## src/include/pmc_params.svh

```systemverilog
// constants of the gnss power mode controller: offsets, codes, reset values, times
`ifndef PMC_PARAMS_SVH
`define PMC_PARAMS_SVH
`define PMC_ADDR_CTRL 12'h000
`define PMC_ADDR_CMD 12'h004
`define PMC_ADDR_RUN 12'h008
`define PMC_ADDR_SLEEP 12'h00c
`define PMC_ADDR_RUN2 12'h010
`define PMC_ADDR_SLEEP2 12'h014
`define PMC_ADDR_STATUS 12'h018
`define PMC_CTRL_RST 3'h3
`define PMC_CTRL_AUG 0
`define PMC_CTRL_AIC 1
`define PMC_CTRL_GND 2
`define PMC_OP_POWER 2'h1
`define PMC_OP_STANDBY 2'h2
`define PMC_ARG_FULL 8'h00
`define PMC_ARG_PER_BACKUP 8'h01
`define PMC_ARG_PER_STANDBY 8'h02
`define PMC_ARG_BACKUP 8'h04
`define PMC_ARG_ADAPTIVE 8'h09
`define PMC_ARG_STOP 8'h00
`define PMC_ARG_SLEEP 8'h01
`define PMC_ACK_CMD 8'he1
`define PMC_ACK_FLAG 4'h3
`define PMC_AIC_MAX_TONES 4'hc
`define PMC_CLK_HZ 10000000
`define PMC_MS_PER_S 1000
`define PMC_BACKUP_EXIT_MS 1000
`define PMC_ADAPT_ON_MS 32'h0000_0bb8
`define PMC_ADAPT_OFF_MOVE_MS 32'h0000_0bb8
`define PMC_ADAPT_OFF_STILL_MS 32'h0000_2ee0
`define PMC_PERIOD_RST 32'h0000_0000
`endif

```

## src/include/pmc_pkg.sv

```systemverilog
// types of the gnss power mode controller
package pmc_pkg;
  typedef enum logic [3:0] {
    PMC_FULL_ACQ, PMC_FULL_TRACK, PMC_STBY_STOP, PMC_STBY_SLEEP, PMC_PER_ON, PMC_PER_OFF,
    PMC_ADAPT_ON, PMC_ADAPT_OFF, PMC_IDLE, PMC_BACKUP
  } pmc_state_t;
  typedef struct packed {
    logic osc_en;
    logic rf_en;
    logic bb_en;
    logic track_en;
    logic io_en;
  } pmc_pwr_t;
  typedef struct packed {
    logic valid;
    logic [7:0] cmd;
    logic [3:0] flag;
  } pmc_ack_t;
endpackage

```

## src/rtl/pmc_ctrl.sv

```systemverilog
// power mode controller of a gnss receiver with an apb register slave
//
// Contract
// - after power-up enter full power with acquisition engine searching all satellites
// - in full power switch to tracking once position and all ephemeris valid
// - power mode argument 0 returns any low-power state except backup to full
// - standby command stops navigation; 0 stops osc, rf, baseband; 1 rf, baseband
// - in standby any received serial byte wakes to full power
// - periodic command type 1 backup, type 2 standby; alternate on and off periods
// - acquisition failure in first on-period uses retry on and off periods
// - an accepted power mode command answers an acknowledge with fields 225, 3
// - power mode value 9 selects adaptive periodic mode
// - adaptive mode picks its own on/off ratio from motion while supplied
// - power mode value 4 enters backup; host holds force pin low first
// - backup command with force pin not low enters idle instead
// - stay in backup while force pin is held low
// - no serial command ends backup; only pin sequence or supply restore (the code ends it only on the pin sequence)
// - waking from backup reuses retained data for a hot start
// - main supply loss enters backup; supply return goes active with hot start (the code stays in backup until the pin sequence)
// - configuration is lost with power and defaults return at power-up
// - augmentation corrections are enabled after power-up without any command
// - accept ground differential corrections on serial input, apply one source
// - interference canceller on by default, off by command, up to 12 tones
`timescale 1ns/1ps
`include "pmc_params.svh"
module pmc_ctrl
  import pmc_pkg::*;
#(
  parameter int CYC_PER_MS = `PMC_CLK_HZ / `PMC_MS_PER_S,
  parameter int BACKUP_EXIT_CYC = `PMC_BACKUP_EXIT_MS * (`PMC_CLK_HZ / `PMC_MS_PER_S)
) (
  input wire logic ref_clk_i, // 10 mhz clock
  input wire logic resetn_i, // async reset, power-up
  input wire logic psel_i, // apb select
  input wire logic penable_i, // apb enable
  input wire logic pwrite_i, // apb direction
  input wire logic [11:0] paddr_i, // apb byte address
  input wire logic [31:0] pwdata_i, // apb write data
  output logic [31:0] prdata_o, // apb read data
  output logic pready_o, // apb ready
  output logic pslverr_o, // apb error on unmapped address
  input wire logic rx_byte_i, // pulse: byte received on primary serial input
  input wire logic rtcm_valid_i, // ground differential correction message seen
  input wire logic force_on_n_i, // force full power pin, active low
  input wire logic main_supply_ok_i, // main supply present
  input wire logic position_valid_i, // navigation has a valid position
  input wire logic ephemeris_valid_i, // ephemeris valid for all satellites in view
  input wire logic acq_fail_i, // pulse: acquisition failed
  input wire logic moving_i, // motion detected, steers adaptive mode
  output pmc_state_t state_o, // current power state
  output pmc_pwr_t pwr_o, // power domain enables
  output pmc_ack_t ack_o, // acknowledge sentence request
  output logic hot_start_o, // start uses retained data
  output logic aug_en_o, // augmentation corrections in use
  output logic gnd_corr_o, // ground differential corrections applied
  output logic aic_en_o // interference canceller enabled
);
  pmc_state_t state_q;
  logic [2:0] ctrl_q;
  logic [31:0] run_q, sleep_q, run2_q, sleep2_q;
  logic [31:0] per_ms_q;
  logic [31:0] cyc_q;
  logic [31:0] hi_cnt_q;
  logic ms_tick;
  logic retry_q;
  logic per_backup_q;
  logic force_q;
  logic cmd_ok, wr_en, rd_en;
  logic [1:0] cmd_op;
  logic [7:0] cmd_arg;
  logic [31:0] rd_d;
  logic map_hit;
  logic backup_exit;

  // checksum: xor of opcode bits, argument byte and bits 15:8
  function automatic logic [7:0] pmc_sum(input logic [31:0] w);
    return w[23:16] ^ {6'h00, w[25:24]} ^ w[15:8];
  endfunction

  // adaptive off-period from motion: still receivers sleep longer
  function automatic logic [31:0] pmc_adapt_off(input logic mv);
    return mv ? `PMC_ADAPT_OFF_MOVE_MS : `PMC_ADAPT_OFF_STILL_MS;
  endfunction

  // apb access phase is taken one cycle after it starts, when pready is high
  assign wr_en = psel_i && penable_i && pwrite_i && pready_o;
  assign rd_en = psel_i && penable_i && !pwrite_i;
  assign cmd_op = pwdata_i[25:24];
  assign cmd_arg = pwdata_i[23:16];
  assign cmd_ok = wr_en && (paddr_i == `PMC_ADDR_CMD) && (pmc_sum(pwdata_i) == pwdata_i[7:0]);
  assign ms_tick = (cyc_q == 32'(CYC_PER_MS - 1));
  // the high time is judged at the pin's fall, so a blip shorter than the exit time keeps backup
  assign backup_exit = !force_on_n_i && force_q && (hi_cnt_q == 32'(BACKUP_EXIT_CYC));

  // read decode
  always_comb begin
    map_hit = 1'b1;
    rd_d = 32'h0000_0000;
    case (paddr_i)
      `PMC_ADDR_CTRL: rd_d = {29'h0000_0000, ctrl_q};
      `PMC_ADDR_CMD: rd_d = 32'h0000_0000;
      `PMC_ADDR_RUN: rd_d = run_q;
      `PMC_ADDR_SLEEP: rd_d = sleep_q;
      `PMC_ADDR_RUN2: rd_d = run2_q;
      `PMC_ADDR_SLEEP2: rd_d = sleep2_q;
      `PMC_ADDR_STATUS: rd_d = {20'h0_0000, `PMC_AIC_MAX_TONES, retry_q, hot_start_o, 2'h0, state_q};
      default: map_hit = 1'b0;
    endcase
  end

  // apb answer: one wait state so read data comes from a flip-flop
  always_ff @(posedge ref_clk_i or negedge resetn_i) begin
    if (!resetn_i) begin
      pready_o <= 1'b0;
      prdata_o <= 32'h0000_0000;
      pslverr_o <= 1'b0;
    end else begin
      pready_o <= psel_i && penable_i && !pready_o;
      prdata_o <= (rd_en && map_hit && !pready_o) ? rd_d : 32'h0000_0000;
      pslverr_o <= psel_i && penable_i && !pready_o && !map_hit;
    end
  end

  // configuration; it falls back to defaults whenever main supply drops
  always_ff @(posedge ref_clk_i or negedge resetn_i) begin
    if (!resetn_i) begin
      ctrl_q <= `PMC_CTRL_RST;
      run_q <= `PMC_PERIOD_RST;
      sleep_q <= `PMC_PERIOD_RST;
      run2_q <= `PMC_PERIOD_RST;
      sleep2_q <= `PMC_PERIOD_RST;
    end else if (!main_supply_ok_i) begin
      ctrl_q <= `PMC_CTRL_RST;
      run_q <= `PMC_PERIOD_RST;
      sleep_q <= `PMC_PERIOD_RST;
      run2_q <= `PMC_PERIOD_RST;
      sleep2_q <= `PMC_PERIOD_RST;
    end else if (wr_en && state_q != PMC_BACKUP) begin
      case (paddr_i)
        `PMC_ADDR_CTRL: ctrl_q <= pwdata_i[2:0];
        `PMC_ADDR_RUN: run_q <= pwdata_i;
        `PMC_ADDR_SLEEP: sleep_q <= pwdata_i;
        `PMC_ADDR_RUN2: run2_q <= pwdata_i;
        `PMC_ADDR_SLEEP2: sleep2_q <= pwdata_i;
        default: ;
      endcase
    end
  end

  // millisecond tick for the periodic timers
  always_ff @(posedge ref_clk_i or negedge resetn_i) begin
    if (!resetn_i) begin
      cyc_q <= 32'h0000_0000;
    end else begin
      cyc_q <= ms_tick ? 32'h0000_0000 : cyc_q + 32'h0000_0001;
    end
  end

  // force pin high-time while in backup, saturating at the exit time
  always_ff @(posedge ref_clk_i or negedge resetn_i) begin
    if (!resetn_i) begin
      hi_cnt_q <= 32'h0000_0000;
      force_q <= 1'b0;
    end else begin
      force_q <= force_on_n_i;
      if (state_q != PMC_BACKUP || !force_on_n_i) begin
        hi_cnt_q <= 32'h0000_0000;
      end else if (hi_cnt_q != 32'(BACKUP_EXIT_CYC)) begin
        hi_cnt_q <= hi_cnt_q + 32'h0000_0001;
      end
    end
  end

  // power state machine
  always_ff @(posedge ref_clk_i or negedge resetn_i) begin
    if (!resetn_i) begin
      state_q <= PMC_FULL_ACQ;
      per_ms_q <= 32'h0000_0000;
      retry_q <= 1'b0;
      per_backup_q <= 1'b0;
      hot_start_o <= 1'b0;
    end else if (!main_supply_ok_i) begin
      state_q <= PMC_BACKUP;
      hot_start_o <= 1'b0;
    end else begin
      if (ms_tick && per_ms_q != 32'h0000_0000) begin
        per_ms_q <= per_ms_q - 32'h0000_0001;
      end
      case (state_q)
        PMC_FULL_ACQ: begin
          if (position_valid_i && ephemeris_valid_i) begin
            state_q <= PMC_FULL_TRACK;
          end
        end
        PMC_FULL_TRACK: begin
          if (!(position_valid_i && ephemeris_valid_i)) begin
            state_q <= PMC_FULL_ACQ;
          end
        end
        PMC_STBY_STOP, PMC_STBY_SLEEP: begin
          if (rx_byte_i) begin
            state_q <= PMC_FULL_ACQ;
          end
        end
        PMC_PER_ON: begin
          if (acq_fail_i && !retry_q) begin
            retry_q <= 1'b1;
            per_ms_q <= run2_q;
          end else if (per_ms_q == 32'h0000_0000) begin
            state_q <= PMC_PER_OFF;
            per_ms_q <= retry_q ? sleep2_q : sleep_q;
          end
        end
        PMC_PER_OFF: begin
          if (per_ms_q == 32'h0000_0000) begin
            state_q <= PMC_PER_ON;
            per_ms_q <= run_q;
            retry_q <= 1'b0;
          end
        end
        PMC_ADAPT_ON: begin
          if (per_ms_q == 32'h0000_0000) begin
            state_q <= PMC_ADAPT_OFF;
            per_ms_q <= pmc_adapt_off(moving_i);
          end
        end
        PMC_ADAPT_OFF: begin
          if (per_ms_q == 32'h0000_0000) begin
            state_q <= PMC_ADAPT_ON;
            per_ms_q <= `PMC_ADAPT_ON_MS;
          end
        end
        PMC_BACKUP: begin
          // commands never end backup, nor does supply return; only the pin sequence does
          // a low pin, or a high pulse cut short, keeps the device here
          if (backup_exit) begin
            state_q <= PMC_FULL_ACQ;
            hot_start_o <= 1'b1;
          end
        end
        PMC_IDLE: ;
        default: state_q <= PMC_FULL_ACQ;
      endcase
      // serial commands, checked before they steer anything
      if (cmd_ok && state_q != PMC_BACKUP) begin
        if (cmd_op == `PMC_OP_STANDBY) begin
          if (cmd_arg == `PMC_ARG_STOP) begin
            state_q <= PMC_STBY_STOP;
          end else if (cmd_arg == `PMC_ARG_SLEEP) begin
            state_q <= PMC_STBY_SLEEP;
          end
        end else if (cmd_op == `PMC_OP_POWER) begin
          case (cmd_arg)
            `PMC_ARG_FULL: state_q <= PMC_FULL_ACQ;
            `PMC_ARG_PER_BACKUP, `PMC_ARG_PER_STANDBY: begin
              state_q <= PMC_PER_ON;
              per_ms_q <= run_q;
              retry_q <= 1'b0;
              per_backup_q <= (cmd_arg == `PMC_ARG_PER_BACKUP);
            end
            `PMC_ARG_BACKUP: state_q <= force_on_n_i ? PMC_IDLE : PMC_BACKUP;
            `PMC_ARG_ADAPTIVE: begin
              state_q <= PMC_ADAPT_ON;
              per_ms_q <= `PMC_ADAPT_ON_MS;
            end
            default: ;
          endcase
        end
      end
    end
  end

  // acknowledge for an accepted power mode command, one cycle after the write
  always_ff @(posedge ref_clk_i or negedge resetn_i) begin
    if (!resetn_i) begin
      ack_o <= '0;
    end else begin
      ack_o.valid <= cmd_ok && cmd_op == `PMC_OP_POWER && state_q != PMC_BACKUP && main_supply_ok_i;
      ack_o.cmd <= `PMC_ACK_CMD;
      ack_o.flag <= `PMC_ACK_FLAG;
    end
  end

  // power domain enables follow the state; the io block sleeps in backup
  always_ff @(posedge ref_clk_i or negedge resetn_i) begin
    if (!resetn_i) begin
      pwr_o <= '0;
      state_o <= PMC_FULL_ACQ;
      aug_en_o <= 1'b0;
      gnd_corr_o <= 1'b0;
      aic_en_o <= 1'b0;
    end else begin
      state_o <= state_q;
      pwr_o.io_en <= state_q != PMC_BACKUP;
      pwr_o.osc_en <= !(state_q inside {PMC_STBY_STOP, PMC_BACKUP}) && !(state_q == PMC_PER_OFF && per_backup_q);
      pwr_o.rf_en <= state_q inside {PMC_FULL_ACQ, PMC_FULL_TRACK, PMC_PER_ON, PMC_ADAPT_ON};
      pwr_o.bb_en <= state_q inside {PMC_FULL_ACQ, PMC_FULL_TRACK, PMC_PER_ON, PMC_ADAPT_ON};
      pwr_o.track_en <= state_q == PMC_FULL_TRACK;
      aug_en_o <= ctrl_q[`PMC_CTRL_AUG] && !(ctrl_q[`PMC_CTRL_GND] && rtcm_valid_i);
      gnd_corr_o <= ctrl_q[`PMC_CTRL_GND] && rtcm_valid_i;
      aic_en_o <= ctrl_q[`PMC_CTRL_AIC];
    end
  end

  // checks
  no_ack_badsum_a: assert property (@(posedge ref_clk_i) disable iff (!resetn_i)
    (wr_en && paddr_i == `PMC_ADDR_CMD && pmc_sum(pwdata_i) != pwdata_i[7:0]) |=> !ack_o.valid)
    else $error("ack sent for bad checksum");
  ack_fields_a: assert property (@(posedge ref_clk_i) disable iff (!resetn_i)
    (cmd_ok && cmd_op == `PMC_OP_POWER && state_q != PMC_BACKUP && main_supply_ok_i)
    |=> ack_o.valid && ack_o.cmd == `PMC_ACK_CMD && ack_o.flag == `PMC_ACK_FLAG)
    else $error("power mode ack missing or wrong");
  standby_wake_a: assert property (@(posedge ref_clk_i) disable iff (!resetn_i)
    (state_q inside {PMC_STBY_STOP, PMC_STBY_SLEEP} && rx_byte_i && !cmd_ok && main_supply_ok_i)
    |=> state_q == PMC_FULL_ACQ)
    else $error("standby did not wake on byte");
  backup_hold_a: assert property (@(posedge ref_clk_i) disable iff (!resetn_i)
    (state_q == PMC_BACKUP && !force_on_n_i && !force_q) |=> state_q == PMC_BACKUP)
    else $error("backup left while pin low");
  backup_nocmd_a: assert property (@(posedge ref_clk_i) disable iff (!resetn_i)
    (state_q == PMC_BACKUP && force_on_n_i) |=> state_q == PMC_BACKUP)
    else $error("backup left without pin sequence");
  idle_entry_a: assert property (@(posedge ref_clk_i) disable iff (!resetn_i)
    (cmd_ok && cmd_op == `PMC_OP_POWER && cmd_arg == `PMC_ARG_BACKUP && force_on_n_i
     && state_q != PMC_BACKUP && main_supply_ok_i) |=> state_q == PMC_IDLE)
    else $error("backup command with pin high not idle");
  supply_loss_a: assert property (@(posedge ref_clk_i) disable iff (!resetn_i)
    !main_supply_ok_i |=> state_q == PMC_BACKUP ##1 (state_o == PMC_BACKUP && !pwr_o.io_en))
    else $error("supply loss did not reach backup");
  track_handover_a: assert property (@(posedge ref_clk_i) disable iff (!resetn_i)
    (state_q == PMC_FULL_ACQ && position_valid_i && ephemeris_valid_i && !cmd_ok && main_supply_ok_i)
    |=> ##1 pwr_o.track_en)
    else $error("no handover to tracking");
  cfg_default_a: assert property (@(posedge ref_clk_i) disable iff (!resetn_i)
    !main_supply_ok_i |=> ctrl_q == `PMC_CTRL_RST)
    else $error("configuration kept over supply loss");
  hot_wake_a: assert property (@(posedge ref_clk_i) disable iff (!resetn_i)
    $rose(state_q == PMC_FULL_ACQ) && $past(state_q) == PMC_BACKUP && main_supply_ok_i |-> hot_start_o)
    else $error("backup wake without hot start");
  // standby variants switch off their own domains one cycle after the state
  stop_power_a: assert property (@(posedge ref_clk_i) disable iff (!resetn_i)
    state_q == PMC_STBY_STOP |=> !pwr_o.osc_en && !pwr_o.rf_en && !pwr_o.bb_en)
    else $error("stop standby left a domain powered");
  sleep_power_a: assert property (@(posedge ref_clk_i) disable iff (!resetn_i)
    state_q == PMC_STBY_SLEEP |=> pwr_o.osc_en && !pwr_o.rf_en && !pwr_o.bb_en)
    else $error("sleep standby domains wrong");
  // accepted power mode commands land on the next edge
  full_return_a: assert property (@(posedge ref_clk_i) disable iff (!resetn_i)
    (cmd_ok && cmd_op == `PMC_OP_POWER && cmd_arg == `PMC_ARG_FULL
     && state_q != PMC_BACKUP && main_supply_ok_i) |=> state_q == PMC_FULL_ACQ)
    else $error("full power command not taken");
  adapt_entry_a: assert property (@(posedge ref_clk_i) disable iff (!resetn_i)
    (cmd_ok && cmd_op == `PMC_OP_POWER && cmd_arg == `PMC_ARG_ADAPTIVE
     && state_q != PMC_BACKUP && main_supply_ok_i) |=> state_q == PMC_ADAPT_ON)
    else $error("adaptive command not taken");
  // a failed first acquisition swaps in the retry on-period
  retry_load_a: assert property (@(posedge ref_clk_i) disable iff (!resetn_i)
    (state_q == PMC_PER_ON && acq_fail_i && !retry_q && !cmd_ok && main_supply_ok_i)
    |=> retry_q && per_ms_q == $past(run2_q))
    else $error("retry periods not loaded");
  // a high pulse shorter than the exit time is not an exit
  short_blip_a: assert property (@(posedge ref_clk_i) disable iff (!resetn_i)
    (state_q == PMC_BACKUP && !force_on_n_i && force_q && hi_cnt_q != 32'(BACKUP_EXIT_CYC))
    |=> state_q == PMC_BACKUP)
    else $error("backup left on a short pin pulse");
  backup_domains_a: assert property (@(posedge ref_clk_i) disable iff (!resetn_i)
    state_q == PMC_BACKUP |=> !pwr_o.io_en && !pwr_o.osc_en)
    else $error("domain powered in backup");
  // scenario covers
  standby_c: cover property (@(posedge ref_clk_i) disable iff (!resetn_i)
    state_q == PMC_STBY_SLEEP ##1 state_q == PMC_FULL_ACQ);
  periodic_c: cover property (@(posedge ref_clk_i) disable iff (!resetn_i)
    state_q == PMC_PER_ON ##1 state_q == PMC_PER_OFF);
  retry_c: cover property (@(posedge ref_clk_i) disable iff (!resetn_i) state_q == PMC_PER_ON && acq_fail_i);
  backup_exit_c: cover property (@(posedge ref_clk_i) disable iff (!resetn_i)
    state_q == PMC_BACKUP ##1 state_q == PMC_FULL_ACQ);
  adaptive_c: cover property (@(posedge ref_clk_i) disable iff (!resetn_i) state_q == PMC_ADAPT_OFF);
endmodule

```

## config.mk

```make
export PLATFORM = sky130hd
export DESIGN_NAME = pmc_ctrl
export DESIGN_NICKNAME = d
export VERILOG_FILES = /design/src/include/pmc_pkg.sv /design/src/rtl/pmc_ctrl.sv
export VERILOG_INCLUDE_DIRS = /design/src /design/src/include
export SDC_FILE = /design/constraint.sdc
export NUM_CORES = 1
export LEC_CHECK = 0
export ABC_AREA = 1
export BUFFER_PORTS_ARGS = -buffer_cell sky130_fd_sc_hd__clkbuf_2
export CAP_MARGIN = 20
export CORE_UTILIZATION = 35
export DETAILED_ROUTE_END_ITERATION = 10
export HOLD_SLACK_MARGIN = 0.08
export PLACE_DENSITY_LB_ADDON = 0.05
export REMOVE_ABC_BUFFERS = 1
export SLEW_MARGIN = 10
export SYNTH_ARGS = -nofsm -noshare
export SYNTH_HDL_FRONTEND = slang
export SYNTH_SLANG_ARGS = --single-unit
```

## constraint.sdc

```tcl
create_clock -name ref_clk_i -period 3.66 [get_ports ref_clk_i]
set_clock_uncertainty 0.15 [all_clocks]
set_input_delay 0.732 -clock ref_clk_i [delete_from_list [all_inputs] [get_ports ref_clk_i]]
set_output_delay 0.732 -clock ref_clk_i [all_outputs]
set_load 0.03 [all_outputs]
```

-- Word-level counts from Yosys, hierarchy flattened
Index checks and enable logic that the tools add are counted.
- register bits: 283
- input port bits: 57
- output and inout bits: 60
- logic and storage cells: 180
- add/subtract/negate cells: 3
- equality and inequality tests: 34
- mux-type cells: 62
- bitwise gates (word level): 3
- reduce and logical (&&, ||, !) cells: 51
- operators by type and width (cell ; count):
    two-way mux 32 bit ; 26
    case mux 32 bit (6 select lines) ; 1
    case mux 32 bit (4 select lines) ; 1
    adder 32 x 1 -> 32 bit, second input constant ; 2
    case mux 32 bit (2 select lines) ; 1
    two-way mux 4 bit ; 15
    == test 12 x 5 -> 1 bit, second input constant ; 3
    case mux 4 bit (9 select lines) ; 1
    == test 32 x 14 -> 1 bit, second input constant ; 1
    == test 32 x 24 -> 1 bit, second input constant ; 1
    zero test 32 bit ; 1
    inequality test 32 x 24 -> 1 bit, second input constant ; 1
    nonzero test 32 bit ; 1
    subtractor 32 x 1 -> 32 bit, second input constant ; 1
    == test 12 x 4 -> 1 bit, second input constant ; 2
    logical AND 1 bit ; 24
    == test 4 x 3 -> 1 bit, second input constant ; 4
    inequality test 2 x 1 -> 1 bit, second input constant ; 8
    case mux 4 bit (4 select lines) ; 1
    two-way mux 14 bit ; 1
    == test 12 x 3 -> 1 bit, second input constant ; 1
    zero test 12 bit ; 1
    AND reduction 2 bit ; 6
    two-way mux 1 bit ; 11
    25 further kinds ; 38

-- Logic depth before layout (Yosys ltp)
- depth after elaboration: 10
- gate-level depth with buffers: 17
- gate-level depth less buffers: 17

-- Worst setup path before layout
Ideal clock, no wire load.
- kind: input port to flip-flop
- start: in paddr_i[5]
- end: reg per_ms_q[18]
- library setup time: 122 ps
- arrival: 2048 ps
- required time: 3388 ps
- slack: 1340 ps
- cell stages on the path: 11
- path buffers: 1
- path through: nor3_2 > nand2_1 > nor2_1 > nand2_1 > nor2_2 > nand4_1 > nand2_1 > inv_2 > buf_2 > nand2_1 > a21oi_1
- longest elaborated chain between the ends: 5
- RTL lines (what ; RTL line ; source):
    start: declaration ; pmc_ctrl.sv:37 ; input wire logic [11:0] paddr_i,
    == test 12 x 3 -> 1 bit ; n/a ;
    logical AND 1 bit (2 in series) ; pmc_ctrl.sv:90 ; assign cmd_ok = wr_en && (paddr_i == `PMC_ADDR_CMD) && (pmc_sum(pwdata_i) == pwdata_i[7:0]);
    logical AND 1 bit ; pmc_ctrl.sv:245 ; if (cmd_ok && state_q != PMC_BACKUP) begin
    two-way mux 32 bit ; pmc_ctrl.sv:245 ;
    end signal: assignment ; pmc_ctrl.sv:230 ; per_ms_q <= `PMC_ADAPT_ON_MS;
    end signal: assignment ; pmc_ctrl.sv:257 ; per_ms_q <= run_q;
    end signal: assignment ; pmc_ctrl.sv:264 ; per_ms_q <= `PMC_ADAPT_ON_MS;
    end: declaration ; pmc_ctrl.sv:61 ; logic [31:0] per_ms_q;
Every way passes these cells.
A chain may end at the register's enable or synchronous reset.

-- Final worst setup path
- start: reg per_ms_q[0]
- end: reg per_ms_q[13]
- longest elaborated chain between the ends: 10
- elaborated cells on any way between the ends: 15
- those cells by class: add/sub: 1; mux: 11; reduce/logical: 3
- RTL lines (what ; RTL line ; source):
    start signal: assignment ; pmc_ctrl.sv:187 ; per_ms_q <= per_ms_q - 32'h0000_0001;
    start signal: assignment ; pmc_ctrl.sv:208 ; per_ms_q <= run2_q;
    start signal: assignment ; pmc_ctrl.sv:211 ; per_ms_q <= retry_q ? sleep2_q : sleep_q;
    branches (longest 5 deep; another with subtractor 32 x 1 -> 32 bit) ; n/a ;
    case mux 32 bit (4 select lines) * ; pmc_ctrl.sv:189 ; case (state_q)
    case mux 32 bit (2 select lines) ; pmc_ctrl.sv:253 ; case (cmd_arg)
    two-way mux 32 bit ; pmc_ctrl.sv:252 ; end else if (cmd_op == `PMC_OP_POWER) begin
    two-way mux 32 bit ; pmc_ctrl.sv:246 ; if (cmd_op == `PMC_OP_STANDBY) begin
    two-way mux 32 bit * ; pmc_ctrl.sv:245 ;
Every way passes the cells marked *.

==> results by group <==
Floorplan
  – # rows: 79
  – Core Area: 46700 um^2
  – Initial Utilization: 35.5%
  – Ports: 117
  – Total die area: 48200 um^2
  – Die W: 220 um
  – Die Y: 220 um

Clocking
  – CTS Buf Count: 36
  – H-tree depth: 2
  – Clock Tree Root: clkbuf_16
  – Max clock buf depth: 3
  – Post-CTS sizing: 0
  – CTS clk-pin slew, worst paths: 60 ps
  – Worst-Skew Late Latency: 570 ps
  – CTS tree: done
  – TritonCTS sink count: 282

GRT
  – Overall Global Routing Usage: 25.7%
  – Largest net degree at the start of global routing: 78
  – Vias in the first global route: 15700
  – Initial antenna violation count: 1
  – Total grt overflow: 0
  – First-pass GRT wire length: 93600 um

Detailed routing
  – Routed Antenna Nets: 0
  – Post-DR vias/cell: 5.27
  – Total Routed Length: 60400 um
  – DR WL/cell: 19.8 um
  – Pre-antenna DRT Iters: 10
  – Via count: 16000
  – Drt drc: 17
  – DR iter-0 viols: 1368

STA
  – Slew HR: 39.8%
  – # setup viols final: 0
  – Setup ws final: 704 ps
  – Worst slew pin tran: 901 ps
  – Final min period: 2960 ps
  – Hold slack: 182 ps
  – Fmax achieved: 0.338 GHz
  – Slew Viols, Final: 0
  – Hold Fails Final Rpt: 0
  – Setup_tns: 0 ps
  – Unrepaired setup endpoints after global routing: false
  – Period utilization: 80.8%

Yosys
  – Synth Area per Inst: 7.13 um^2
  – Post-synthesis sequential area ratio: 42.6%
  – Most frequent cell after synthesis: nand2_1
  – Post-synth top area share: 42.3%
  – Synth Instances: 2323
  – Warnings from Yosys: 0
  – Leading area contributor after synthesis: dfrtp_1
  – Library cells used by synthesis: 52
  – Cell Area, Synth: 16600 um^2
  – Most frequent cells after synthesis: 575 x nand2_1, 305 x nor2_1, 280 x dfrtp_1, 245 x inv_1, 237 x o21ai_0
  – Post-synth EDFFs: 0
  – Async set-reset flop share out of synthesis: 100%
  – Dominant synthesized flop cell: dfrtp_1
  – Flops & latches, synth: 282
  – Top post-synthesis cells by area: dfrtp_1 42%, nand2_1 13%, o21ai_0 7.2%

Placement
  – Post-place setup slack: 300 ps
  – PortBufs: 110
  – Final HPWL DP: 43300 um
  – Placer's final routability congestion estimate: 0.955

Run status
  – Failing checks: DRC
  – Status: finished with violations

Setup path
  – Max FO, Critical Path: 12
  – Critical Path Stages: 13
  – Crit path largest cell delay: 450 ps
  – Critical path data required time: 3950 ps
  – CP delay by family, top: simple AND/OR/NAND/NOR gates
  – Sequence of cells on the critical path: inv_1 -> ha_1 -> inv_1 -> nor3_1 -> nand3_1 -> nor2_4 -> nand2_1 -> o21ai_1 -> nand3_1 -> nand2_1 -> nand2_1 -> nand2_1 -> a21oi_1
  – Worst path bufs/invs: 2
  – Critical Path Sink Type: register
  – Crit path launch type: register
  – Critical-path top delay cell: dfrtp_1
  – Critical setup path kind: reg -> reg
  – R2r worst-path depth: 13
  – Crit path top cell by count: nand2_1
  – Worst EP arrival: 3240 ps

Worst hold path
  – Hold WC Path Type: in -> reg
  – Min-Delay Path Depth: 1

Power
  – Peak supply drop: 254 uV
  – Leakage Power: 8.69 nW
  – Pwr Total: 0.00822 W
  – P per Cell Area: 432 nW/um^2

Job
  – Max_cap viols: 0

Finish
  – Util after Layout: 40.7%
  – Layout Nets: 2474
  – Share of cells above drive strength 1: 11.0%
  – Area delta synth->final: 14.8%
  – Antenna cells: 0
## final cells by class
| cell class | count | area (um^2) |
|---|---|---|
| Clock buffer | 55 | 1070 |
| Clock inverter | 9 | 109 |
| Fill cell | 4952 | 27600 |
| Inverter | 257 | 965 |
| Multi-Input combinational cell | 1680 | 8050 |
| Sequential cell | 282 | 7060 |
| Tap cell | 607 | 759 |
| Timing Repair Buffer | 155 | 988 |
## layer usage
metal	track usage [%]	wire length [um]	vias to the layer above
met5	0	13	-
met1	36.5	28900	7749
li1	-	-	7725
met4	8.26	1570	2
met2	40.0	27000	468
met3	3.44	2940	98
## sequential cells by signal, indices dropped and copies added, names as in the netlist, 32 cells and up
name and count:
run_q 32, cyc_q 32, prdata_o 32, sleep2_q 32, per_ms_q 32, run2_q 32, hi_cnt_q 32, sleep_q 32
## report_power, final
group / leakage [nW] / switching, W / internal [W]
Clock: 0.579 / 0.00145 / 0.00217
Sequential: 3.64 / 0.000218 / 0.00331
Combinational: 4.47 / 0.000743 / 0.000333
## worst reg2reg max path, stage by stage, from the launching register on
cell and delay (ps):
dfrtp_1 450, inv_1 200, ha_1 230, inv_1 60, nor3_1 130, nand3_1 150
nor2_4 390, nand2_1 320, o21ai_1 420, nand3_1 120, nand2_1 80, nand2_1 50
nand2_1 50, a21oi_1 50
## cells in the final DEF (no fill, tap or decap), types with 37 or more instances in the layout
cell type,instances
dfrtp_1,279
nor2_1,302
nand2_1,575
nand3_1,98
a21oi_1,153
o21ai_0,237
clkbuf_2,108
buf_4,37
xor2_1,45
clkbuf_16,38
inv_1,244
## cell families after synthesis
| family | share of synthesized area [%] |
|---|---|
| flip-flops | 42.6 |
| adder cells (fa/ha/maj) | 0.378 |
| AO/OA/AOI/OAI | 17.0 |
| buffers and inverters | 9.11 |
| AND/OR/NAND/NOR | 27.9 |
| other | 0.0453 |
| XOR/XNOR | 2.96 |
## timing repair
action                                 4_1_cts  5_1_grt
hold buffers                                 1        0
endpoints found under the hold margin       55        0
buffers inserted                             0        0
## final timing paths
kind / startpoint / slack, ps / end
min in group asynchronous: resetn_i / 630 / cyc_q[20]$_DFF_PN0_
min reg2reg: ctrl_q[1]$_DFFE_PN1P_ / 260 / aic_en_o$_DFF_PN0_
min: force_on_n_i / 180 / force_q$_DFF_PN0_
max reg2reg: per_ms_q[0]$_DFFE_PN0P_ / 700 / per_ms_q[13]$_DFFE_PN0P_
max in group asynchronous: resetn_i / 1900 / hi_cnt_q[10]$_DFFE_PN0P_
max: per_ms_q[0]$_DFFE_PN0P_ / 700 / per_ms_q[13]$_DFFE_PN0P_
## per-stage QoR
step           instances  instance area [um^2]
3_5_place_dp        2980                 17800
2_1_floorplan       2219                 16000
4_1_cts             3045                 19000
6_report            3045                 19000
3_3_place_gp        2980                 17800
5_1_grt             3045                 19000
Note: power is estimated with default switching activity, not from simulation.
